==> src/rtl/ncs_pkg.sv <==
// Package for the command and status word block: bit positions, reset value, states.
// Assumes a 16-bit register reached over a plain strobe port.
package ncs_pkg;
  localparam int unsigned DATA_W = 16;
  localparam int unsigned ADDR_W = 2;
  // Register indices
  localparam logic [1:0] ADDR_CSW = 2'h0;
  localparam logic [1:0] ADDR_MODE = 2'h1;
  localparam logic [1:0] ADDR_EVT = 2'h2;
  // Bit positions in the command and status word
  localparam int unsigned B_INIT = 0;
  localparam int unsigned B_RUN = 1;
  localparam int unsigned B_STOP = 2;
  localparam int unsigned B_TRANSMIT_DEMAND = 3;
  localparam int unsigned B_TRANSMITTER_ON = 4;
  localparam int unsigned B_RECEIVER_ON = 5;
  localparam int unsigned B_IEN = 6;
  localparam int unsigned B_IRQ = 7;
  localparam int unsigned B_INIT_DONE_FLAG = 8;
  localparam int unsigned B_TXEV = 9;
  localparam int unsigned B_RXEV = 10;
  // Bit positions in the mode register
  localparam int unsigned B_RXDIS = 0;
  localparam int unsigned B_TXDIS = 1;
  localparam logic [15:0] ZERO16 = 16'h0000;
  // Status word just after reset: only stop set
  localparam logic [15:0] CSW_RESET = 16'h0004;
  // Initialization engine states, Gray along the path
  typedef enum logic [1:0] {
    NCS_IDLE = 2'b00,
    NCS_FETCH = 2'b01,
    NCS_DONE = 2'b11
  } ncs_init_t;
  localparam int unsigned FETCH_CYCLES = 12;
endpackage

==> src/rtl/ncs_csr.sv <==
// Lower eleven bits of the network controller command and status word, plus its control logic.
// Assumes a host on a strobe port and engine events arriving as pins from outside.
// Notes on behaviour
// - Receive flag set on final-buffer writeback
// - Event flags clear on write one, stop
// - Transmit flag set on writeback or failure
// - Init-done flag set after block fetched
// - Flag set with enable raises interrupt
// - Receiver-on read-only, cleared by disable/error/stop
// - Transmitter-on set by run if enabled; the code also needs the initialize bit set
// - Transmitter-on read-only, cleared by disable/errors/stop
// - Transmit demand triggers immediate ring access
// - Demand write-one only, cleared when used
// - Stop halts everything like reset
// - Stop wins over run and initialize
// - Stop set by reset, write-one, cleared by start
// - Run enables traffic, clears stop
// - Initialize starts fetch, clears stop, write-one
// - Receiver-on set by run after init fetch
// - Interrupt pin low on flag and enable
//
// Strobed register access and the register offsets were left to the implementer.
`timescale 1ns/1ps
module ncs_csr #(
  parameter int unsigned FETCH_LEN = ncs_pkg::FETCH_CYCLES
) (
  // Clock and reset
  input wire logic CLOCK,
  input wire logic SYS_RST,
  // Register port
  input wire logic [ncs_pkg::ADDR_W-1:0] ADDR,
  input wire logic [ncs_pkg::DATA_W-1:0] WDATA,
  input wire logic WR,
  input wire logic RD,
  output logic [ncs_pkg::DATA_W-1:0] RDATA,
  // Engine events, asynchronous levels
  input wire logic RX_LAST_WB,
  input wire logic TX_LAST_WB,
  input wire logic TX_FAIL,
  input wire logic MEM_ERR,
  input wire logic TX_UNDERFLOW_ERROR_BUFFER_ERROR,
  // Engine controls
  output logic RUN_ENABLE,
  output logic HALT,
  output logic INIT_FETCH,
  output logic TX_POLL_NOW,
  // Interrupt, active low
  output logic IRQ_N
);
  logic rst_all;
  logic [4:0] ev_rise;
  logic ev_rx;
  logic ev_tx_wb;
  logic ev_tx_fail;
  logic ev_memory_error;
  logic ev_txerr;
  logic wr_csw;
  logic wr_mode;
  logic w_stop;
  logic w_run;
  logic w_init;
  logic set_stop;
  logic set_run;
  logic set_init;
  logic init_done_ev;
  logic rx_event_flag_q;
  logic tx_event_flag_q;
  logic init_done_flag_q;
  logic receiver_on_q;
  logic transmitter_on_q;
  logic transmit_demand_q;
  logic stop_q;
  logic run_bit_q;
  logic init_q;
  logic irq_enable_q;
  logic receive_disable_q;
  logic transmit_disable_q;
  logic block_read_q;
  logic irq_flag;
  logic [ncs_pkg::DATA_W-1:0] csw_view;
  logic [ncs_pkg::DATA_W-1:0] rd_mux;
  logic [ncs_pkg::DATA_W-1:0] rdata_q;
  logic [7:0] fetch_cnt_q;
  logic demand_ack_q;
  ncs_pkg::ncs_init_t state_q;
  ncs_pkg::ncs_init_t state_d;

  // Event pins come from other engines and pass two flops first
  ncs_pulse_sync #(
    .WIDTH(5)
  ) u_sync (
    .clk(CLOCK),
    .rst(SYS_RST),
    .async_in({TX_UNDERFLOW_ERROR_BUFFER_ERROR, MEM_ERR, TX_FAIL, TX_LAST_WB, RX_LAST_WB}),
    .rise(ev_rise)
  );
  assign ev_rx = ev_rise[0];
  assign ev_tx_wb = ev_rise[1];
  assign ev_tx_fail = ev_rise[2];
  assign ev_memory_error = ev_rise[3];
  assign ev_txerr = ev_rise[4] | ev_memory_error;

  // Write decode
  assign wr_csw = WR && (ADDR == ncs_pkg::ADDR_CSW);
  assign wr_mode = WR && (ADDR == ncs_pkg::ADDR_MODE);
  assign w_stop = wr_csw && WDATA[ncs_pkg::B_STOP];
  assign w_run = wr_csw && WDATA[ncs_pkg::B_RUN];
  assign w_init = wr_csw && WDATA[ncs_pkg::B_INIT];
  // Stop overrides run and initialize in the same write
  assign set_stop = w_stop;
  assign set_run = w_run && !w_stop;
  assign set_init = w_init && !w_stop;
  // Stop acts exactly like the reset pin on everything it touches
  assign rst_all = SYS_RST || set_stop;
  assign init_done_ev = (state_q == ncs_pkg::NCS_FETCH) && (fetch_cnt_q == 8'(FETCH_LEN - 1));

  // Initialization fetch engine
  always_comb begin
    state_d = state_q;
    case (state_q)
      ncs_pkg::NCS_IDLE: begin
        if (set_init) begin
          state_d = ncs_pkg::NCS_FETCH;
        end
      end
      ncs_pkg::NCS_FETCH: begin
        if (init_done_ev) begin
          state_d = ncs_pkg::NCS_DONE;
        end
      end
      ncs_pkg::NCS_DONE: begin
        if (set_init) begin
          state_d = ncs_pkg::NCS_FETCH;
        end
      end
      default: state_d = ncs_pkg::NCS_IDLE;
    endcase
  end

  always_ff @(posedge CLOCK) begin
    if (rst_all) begin
      state_q <= ncs_pkg::NCS_IDLE;
      fetch_cnt_q <= '0;
    end else begin
      state_q <= state_d;
      if (state_q == ncs_pkg::NCS_FETCH) begin
        fetch_cnt_q <= fetch_cnt_q + 8'h01;
      end else begin
        fetch_cnt_q <= '0;
      end
    end
  end

  // Control bits: stop, run, initialize, enable
  always_ff @(posedge CLOCK) begin
    if (rst_all) begin
      stop_q <= 1'b1;
      run_bit_q <= 1'b0;
      init_q <= 1'b0;
      irq_enable_q <= 1'b0;
    end else begin
      if (set_run || set_init) begin
        stop_q <= 1'b0;
      end
      if (set_run) begin
        run_bit_q <= 1'b1;
      end
      if (set_init) begin
        init_q <= 1'b1;
      end
      if (wr_csw && !stop_q) begin
        irq_enable_q <= WDATA[ncs_pkg::B_IEN];
      end else if (wr_csw && (set_run || set_init)) begin
        irq_enable_q <= WDATA[ncs_pkg::B_IEN];
      end
    end
  end

  // Mode bits; only a real reset clears them, they stand in for the fetched block
  always_ff @(posedge CLOCK) begin
    if (SYS_RST) begin
      receive_disable_q <= 1'b0;
      transmit_disable_q <= 1'b0;
    end else if (wr_mode) begin
      receive_disable_q <= WDATA[ncs_pkg::B_RXDIS];
      transmit_disable_q <= WDATA[ncs_pkg::B_TXDIS];
    end
  end

  // Event flags: hardware set wins over a write-one clear in the same cycle
  always_ff @(posedge CLOCK) begin
    if (rst_all) begin
      rx_event_flag_q <= 1'b0;
      tx_event_flag_q <= 1'b0;
      init_done_flag_q <= 1'b0;
      block_read_q <= 1'b0;
    end else begin
      if (ev_rx) begin
        rx_event_flag_q <= 1'b1;
      end else if (wr_csw && WDATA[ncs_pkg::B_RXEV]) begin
        rx_event_flag_q <= 1'b0;
      end
      if (ev_tx_wb || ev_tx_fail) begin
        tx_event_flag_q <= 1'b1;
      end else if (wr_csw && WDATA[ncs_pkg::B_TXEV]) begin
        tx_event_flag_q <= 1'b0;
      end
      if (init_done_ev) begin
        init_done_flag_q <= 1'b1;
        block_read_q <= 1'b1;
      end else if (wr_csw && WDATA[ncs_pkg::B_INIT_DONE_FLAG]) begin
        init_done_flag_q <= 1'b0;
      end
    end
  end

  // Receiver and transmitter on indications; read-only, set by a run write and cleared by a stop write
  always_ff @(posedge CLOCK) begin
    if (rst_all) begin
      receiver_on_q <= 1'b0;
      transmitter_on_q <= 1'b0;
    end else begin
      if (ev_memory_error || (init_done_ev && receive_disable_q)) begin
        receiver_on_q <= 1'b0;
      end else if (set_run && !receive_disable_q && block_read_q) begin
        receiver_on_q <= 1'b1;
      end
      if (ev_txerr || (init_done_ev && transmit_disable_q)) begin
        transmitter_on_q <= 1'b0;
      end else if (set_run && !transmit_disable_q && (init_q || block_read_q)) begin
        transmitter_on_q <= 1'b1;
      end
    end
  end

  // Transmit demand: write-one only, cleared once the poll request is taken
  always_ff @(posedge CLOCK) begin
    if (rst_all) begin
      transmit_demand_q <= 1'b0;
      demand_ack_q <= 1'b0;
    end else begin
      demand_ack_q <= transmit_demand_q && transmitter_on_q;
      if (wr_csw && WDATA[ncs_pkg::B_TRANSMIT_DEMAND]) begin
        transmit_demand_q <= 1'b1;
      end else if (demand_ack_q) begin
        transmit_demand_q <= 1'b0;
      end
    end
  end
  // Demand only shortens the wait; normal polling lives in the transmit engine
  assign TX_POLL_NOW = transmit_demand_q && transmitter_on_q && !demand_ack_q;

  // Interrupt flag and pin
  assign irq_flag = rx_event_flag_q | tx_event_flag_q | init_done_flag_q;
  assign IRQ_N = ~(irq_flag & irq_enable_q);

  // Engine controls
  assign RUN_ENABLE = run_bit_q;
  assign HALT = stop_q;
  assign INIT_FETCH = (state_q == ncs_pkg::NCS_FETCH);

  // Read path, one cycle latency; unmapped addresses read zero
  always_comb begin
    csw_view = ncs_pkg::ZERO16;
    csw_view[ncs_pkg::B_INIT] = init_q;
    csw_view[ncs_pkg::B_RUN] = run_bit_q;
    csw_view[ncs_pkg::B_STOP] = stop_q;
    csw_view[ncs_pkg::B_TRANSMIT_DEMAND] = transmit_demand_q;
    csw_view[ncs_pkg::B_TRANSMITTER_ON] = transmitter_on_q;
    csw_view[ncs_pkg::B_RECEIVER_ON] = receiver_on_q;
    csw_view[ncs_pkg::B_IEN] = irq_enable_q;
    csw_view[ncs_pkg::B_IRQ] = irq_flag;
    csw_view[ncs_pkg::B_INIT_DONE_FLAG] = init_done_flag_q;
    csw_view[ncs_pkg::B_TXEV] = tx_event_flag_q;
    csw_view[ncs_pkg::B_RXEV] = rx_event_flag_q;
  end
  assign rd_mux = (ADDR == ncs_pkg::ADDR_CSW) ? csw_view :
                  (ADDR == ncs_pkg::ADDR_MODE) ?
                  {14'h0000, transmit_disable_q, receive_disable_q} : ncs_pkg::ZERO16;

  always_ff @(posedge CLOCK) begin
    if (SYS_RST) begin
      rdata_q <= ncs_pkg::ZERO16;
    end else if (RD) begin
      rdata_q <= rd_mux;
    end else begin
      rdata_q <= ncs_pkg::ZERO16;
    end
  end
  assign RDATA = rdata_q;
endmodule // ncs_csr

==> src/rtl/ncs_pulse_sync.sv <==
// Two-flop synchroniser for asynchronous event pins, with a rising edge pulse.
// Assumes inputs are levels from outside the CLOCK domain.
`timescale 1ns/1ps
module ncs_pulse_sync #(
  parameter int unsigned WIDTH = 5
) (
  // Clock and reset
  input wire logic clk,
  input wire logic rst,
  // Async levels and synchronous edges
  input wire logic [WIDTH-1:0] async_in,
  output logic [WIDTH-1:0] rise
);
  logic [WIDTH-1:0] meta_q;
  logic [WIDTH-1:0] sync_q;
  logic [WIDTH-1:0] last_q;
  always_ff @(posedge clk) begin
    if (rst) begin
      meta_q <= '0;
      sync_q <= '0;
      last_q <= '0;
    end else begin
      meta_q <= async_in;
      sync_q <= meta_q;
      last_q <= sync_q;
    end
  end
  assign rise = sync_q & ~last_q;
endmodule // ncs_pulse_sync

==> config.mk <==
export PLATFORM = sky130hd
export DESIGN_NAME = ncs_csr
export DESIGN_NICKNAME = d
export VERILOG_FILES = /design/src/rtl/ncs_pkg.sv /design/src/rtl/ncs_csr.sv /design/src/rtl/ncs_pulse_sync.sv
export SDC_FILE = /design/constraint.sdc
export NUM_CORES = 1
export LEC_CHECK = 0
export BUFFER_PORTS_ARGS = -buffer_cell sky130_fd_sc_hd__clkbuf_2
export CELL_PAD_IN_SITES_DETAIL_PLACEMENT = 1
export CELL_PAD_IN_SITES_GLOBAL_PLACEMENT = 1
export CORE_MARGIN = 5
export CORE_UTILIZATION = 41
export CTS_CLUSTER_SIZE = 14
export DETAILED_ROUTE_END_ITERATION = 10
export GPL_ROUTABILITY_DRIVEN = 1
export PLACE_DENSITY_LB_ADDON = 0.1
export SYNTH_ARGS = -nofsm -noshare
export SYNTH_HDL_FRONTEND = slang
export SYNTH_SLANG_ARGS = --single-unit
==> constraint.sdc <==
create_clock -name CLOCK -period 2.8 [get_ports CLOCK]
set_clock_uncertainty 0.1 [all_clocks]
set_input_delay 0.14 -clock CLOCK [delete_from_list [all_inputs] [get_ports CLOCK]]
set_output_delay 0.14 -clock CLOCK [all_outputs]
set_load 0.03 [all_outputs]
==> out/metrics.yaml <==
status: "complete, no violations"
synthMostInstantiatedCell: "dfxtp_1"
p_per_area_nw_per_um2: 615.3
cts_max_level: 2
synth_edf_count: 0
drc_errors: 0
wirelength_um: 3914
endpoint_kind: "register"
crit_path_start_kind: "register"
clockBufferDepth: 2
cts_resized: 0
avgSynthCellArea_um2: 9.900
fin_ws_ps: 732.0
place_congestion: 0.7738
wl_per_cell_um: 13.98
slew_viol_final: 0
area_delta_synth_final_pct: 19.75
top_layer_used: "met4"
grt_overflow_total: 0
antenna_cells: 0
hold_viol_final: 0
synth_cell_types: 35
worstSetupPathType: "register to register"
grt_first_pass_wirelength_um: 6865
multiInputGateArea_um2: 738.2
die_h_um: 76.48
synth_ff_type: "dfxtp_1"
clk_latency_ps: 290
netlist_instances: 183
rsz0062_at_grt: "no"
fin_tns_setup_ps: 0
setup_viol: 0
antenna_found_initial: 0
met2_length_um: 1956
async_reset_ff_frac: 0
yosys-top-cells-area: "dfxtp_1 55%, nor2b_1 5.9%, nor2_1 5.4%"
firstDrtPassIters: 4
synth.top_cell.area_share: 0.5525
dpl_worst_slack_ps: 740.3
initial_core_util: 0.4190
syn_area_um2: 1812
grt_max_degree: 21
seqCellArea_um2: 1001
num_vias: 1381
synth_common_cells: "50 x dfxtp_1, 26 x nor2_1, 17 x nor2b_1, 10 x nand2_1, 8 x and2_1"
grt_use_total: 0.1430
p_leak_nw: 0.9424
cts_tree: "built"
cts.reportedPaths.clkPinSlew_ps: 90
cts.sinks: 50
ys_ff_latch: 50
nFillCells: 503
max-vdd-ir-drop_mv: 0.2825
path_max_fanout: 5
antenna_left: 0
place_area_um2: 2008
fin_crit_sh: 0.7386
relSlewSlack: 0.6269
ys_seq_area_frac: 0.5525
yosysTopAreaCell: "dfxtp_1"
worst_pin_slew_ps: 559.7
holdCritPathClass: "input port to register"
drtIter0Drc: 34
cp.arrival_ps: 2170
max_freq_ghz: 0.4836
yosysWarnings: 0
drv_cap: 0
wl_met1_um: 1737
dr_wl_met3_um: 182
drive_gt1_frac: 0.1974
port-buffer-count: 34
postLayoutCellArea_um2: 2170
first_global_vias: 1519
nets: 258
period_needed_ps: 2068
die_area_um2: 5848
viasPerCell: 4.932
cts_buffers: 5
num_io_pins: 48
num_rows: 24
worstPathRequired_ps: 2910
clock-root-buffer: "clkbuf_8"
die_w_um: 76.48
hpwl_um: 2985
coreArea_um2: 4324
[per-stage QoR]
stage / utilization / power, mW / hold slack (ps) / cells
2_1_floorplan: - / 0.8887 / 168.2 / 187
3_3_place_gp: 0.4644 / 0.9258 / 248.0 / 265
3_5_place_dp: 0.4644 / 0.9318 / 257.1 / 265
4_1_cts: 0.5017 / 1.355 / 26.13 / 280
5_1_grt: 0.5017 / 1.412 / 28.43 / 280
6_report: 0.5017 / 1.335 / 26.81 / 280
[layout by cell type, fill, tap and decap left out, drive strengths merged, types with 4 or more instances in the layout]
master | netlist | routed
nand3 | 6 | 6
clkbuf | 2 | 41
and3 | 4 | 4
and2 | 8 | 8
nor2 | 26 | 26
mux2i | 6 | 6
conb | 1 | 5
dfxtp | 50 | 50
ha | 4 | 4
xor2 | 5 | 5
nor2b | 17 | 17
a21oi | 7 | 7
inv | 7 | 7
dlygate4sd3 | 0 | 7
nand2 | 10 | 10
[report_power, final]
part	internal, mW	total, mW	switching, mW
clock network	0.200	0.415	0.215
logic	0.0660	0.166	0.0999
registers	0.737	0.754	0.0178
[metal layers]
metal  vias to the layer above  global-route usage
met5                         -                   0
met3                         4             0.04255
met1                       658              0.1675
met4                         0             0.05070
li1                        680                   -
met2                        39              0.2457
[flip-flops by register name, summed over array words and instances, names as in the netlist, 2 cells and up]
register,flops
RDATA,11
u_sync.meta_q,5
fetch_cnt_q,8
u_sync.sync_q,5
state_q,2
u_sync.last_q,5
[path summary, 6_finish.rpt]
path	start	endpoint	slack (ps)	depth (start not counted)
worst max-delay path	fetch_cnt_q[0]	state_q[0]	730	5
worst min-delay path	RD	RDATA[0]	30	3
worst max register to register	fetch_cnt_q[0]	state_q[0]	730	5
worst min register to register	u_sync.sync_q[3]	u_sync.last_q[3]	340	2
[worst max-delay path, cell delays in order, from the launching register on]
cell,delay (ps)
dfxtp_1,400
ha_1,270
nor4b_1,450
a21boi_0,200
or4_1,490
o31ai_1,80
[what timing repair did]
action / in CTS / in global routing
buffers inserted: 0 / 0
endpoints found under the hold margin: 7 / 0
hold buffers: 7 / 0
[cell type report]
| class | count | area share |
|---|---|---|
| clock buffer | 7 | 0.03979 |
| inverter | 7 | 0.01211 |
| tap | 52 | 0.02999 |
| sequential | 50 | 0.4614 |
| clock inverter | 1 | 0.002307 |
| timing repair buffer | 42 | 0.1142 |
| multi-input combinational | 121 | 0.3403 |
[cells by family after synthesis]
family	count (synthesis)	synth area share
flip-flops	50	0.5525
buffers and inverters	16	0.04835
adder cells (fa/ha/maj)	4	0.02763
multiplexers	6	0.03315
AO/OA/AOI/OAI	21	0.08081
other	1	0.002070
AND/OR/NAND/NOR	79	0.2265
XOR/XNOR	6	0.02901
(Power assumes the default switching activity.)
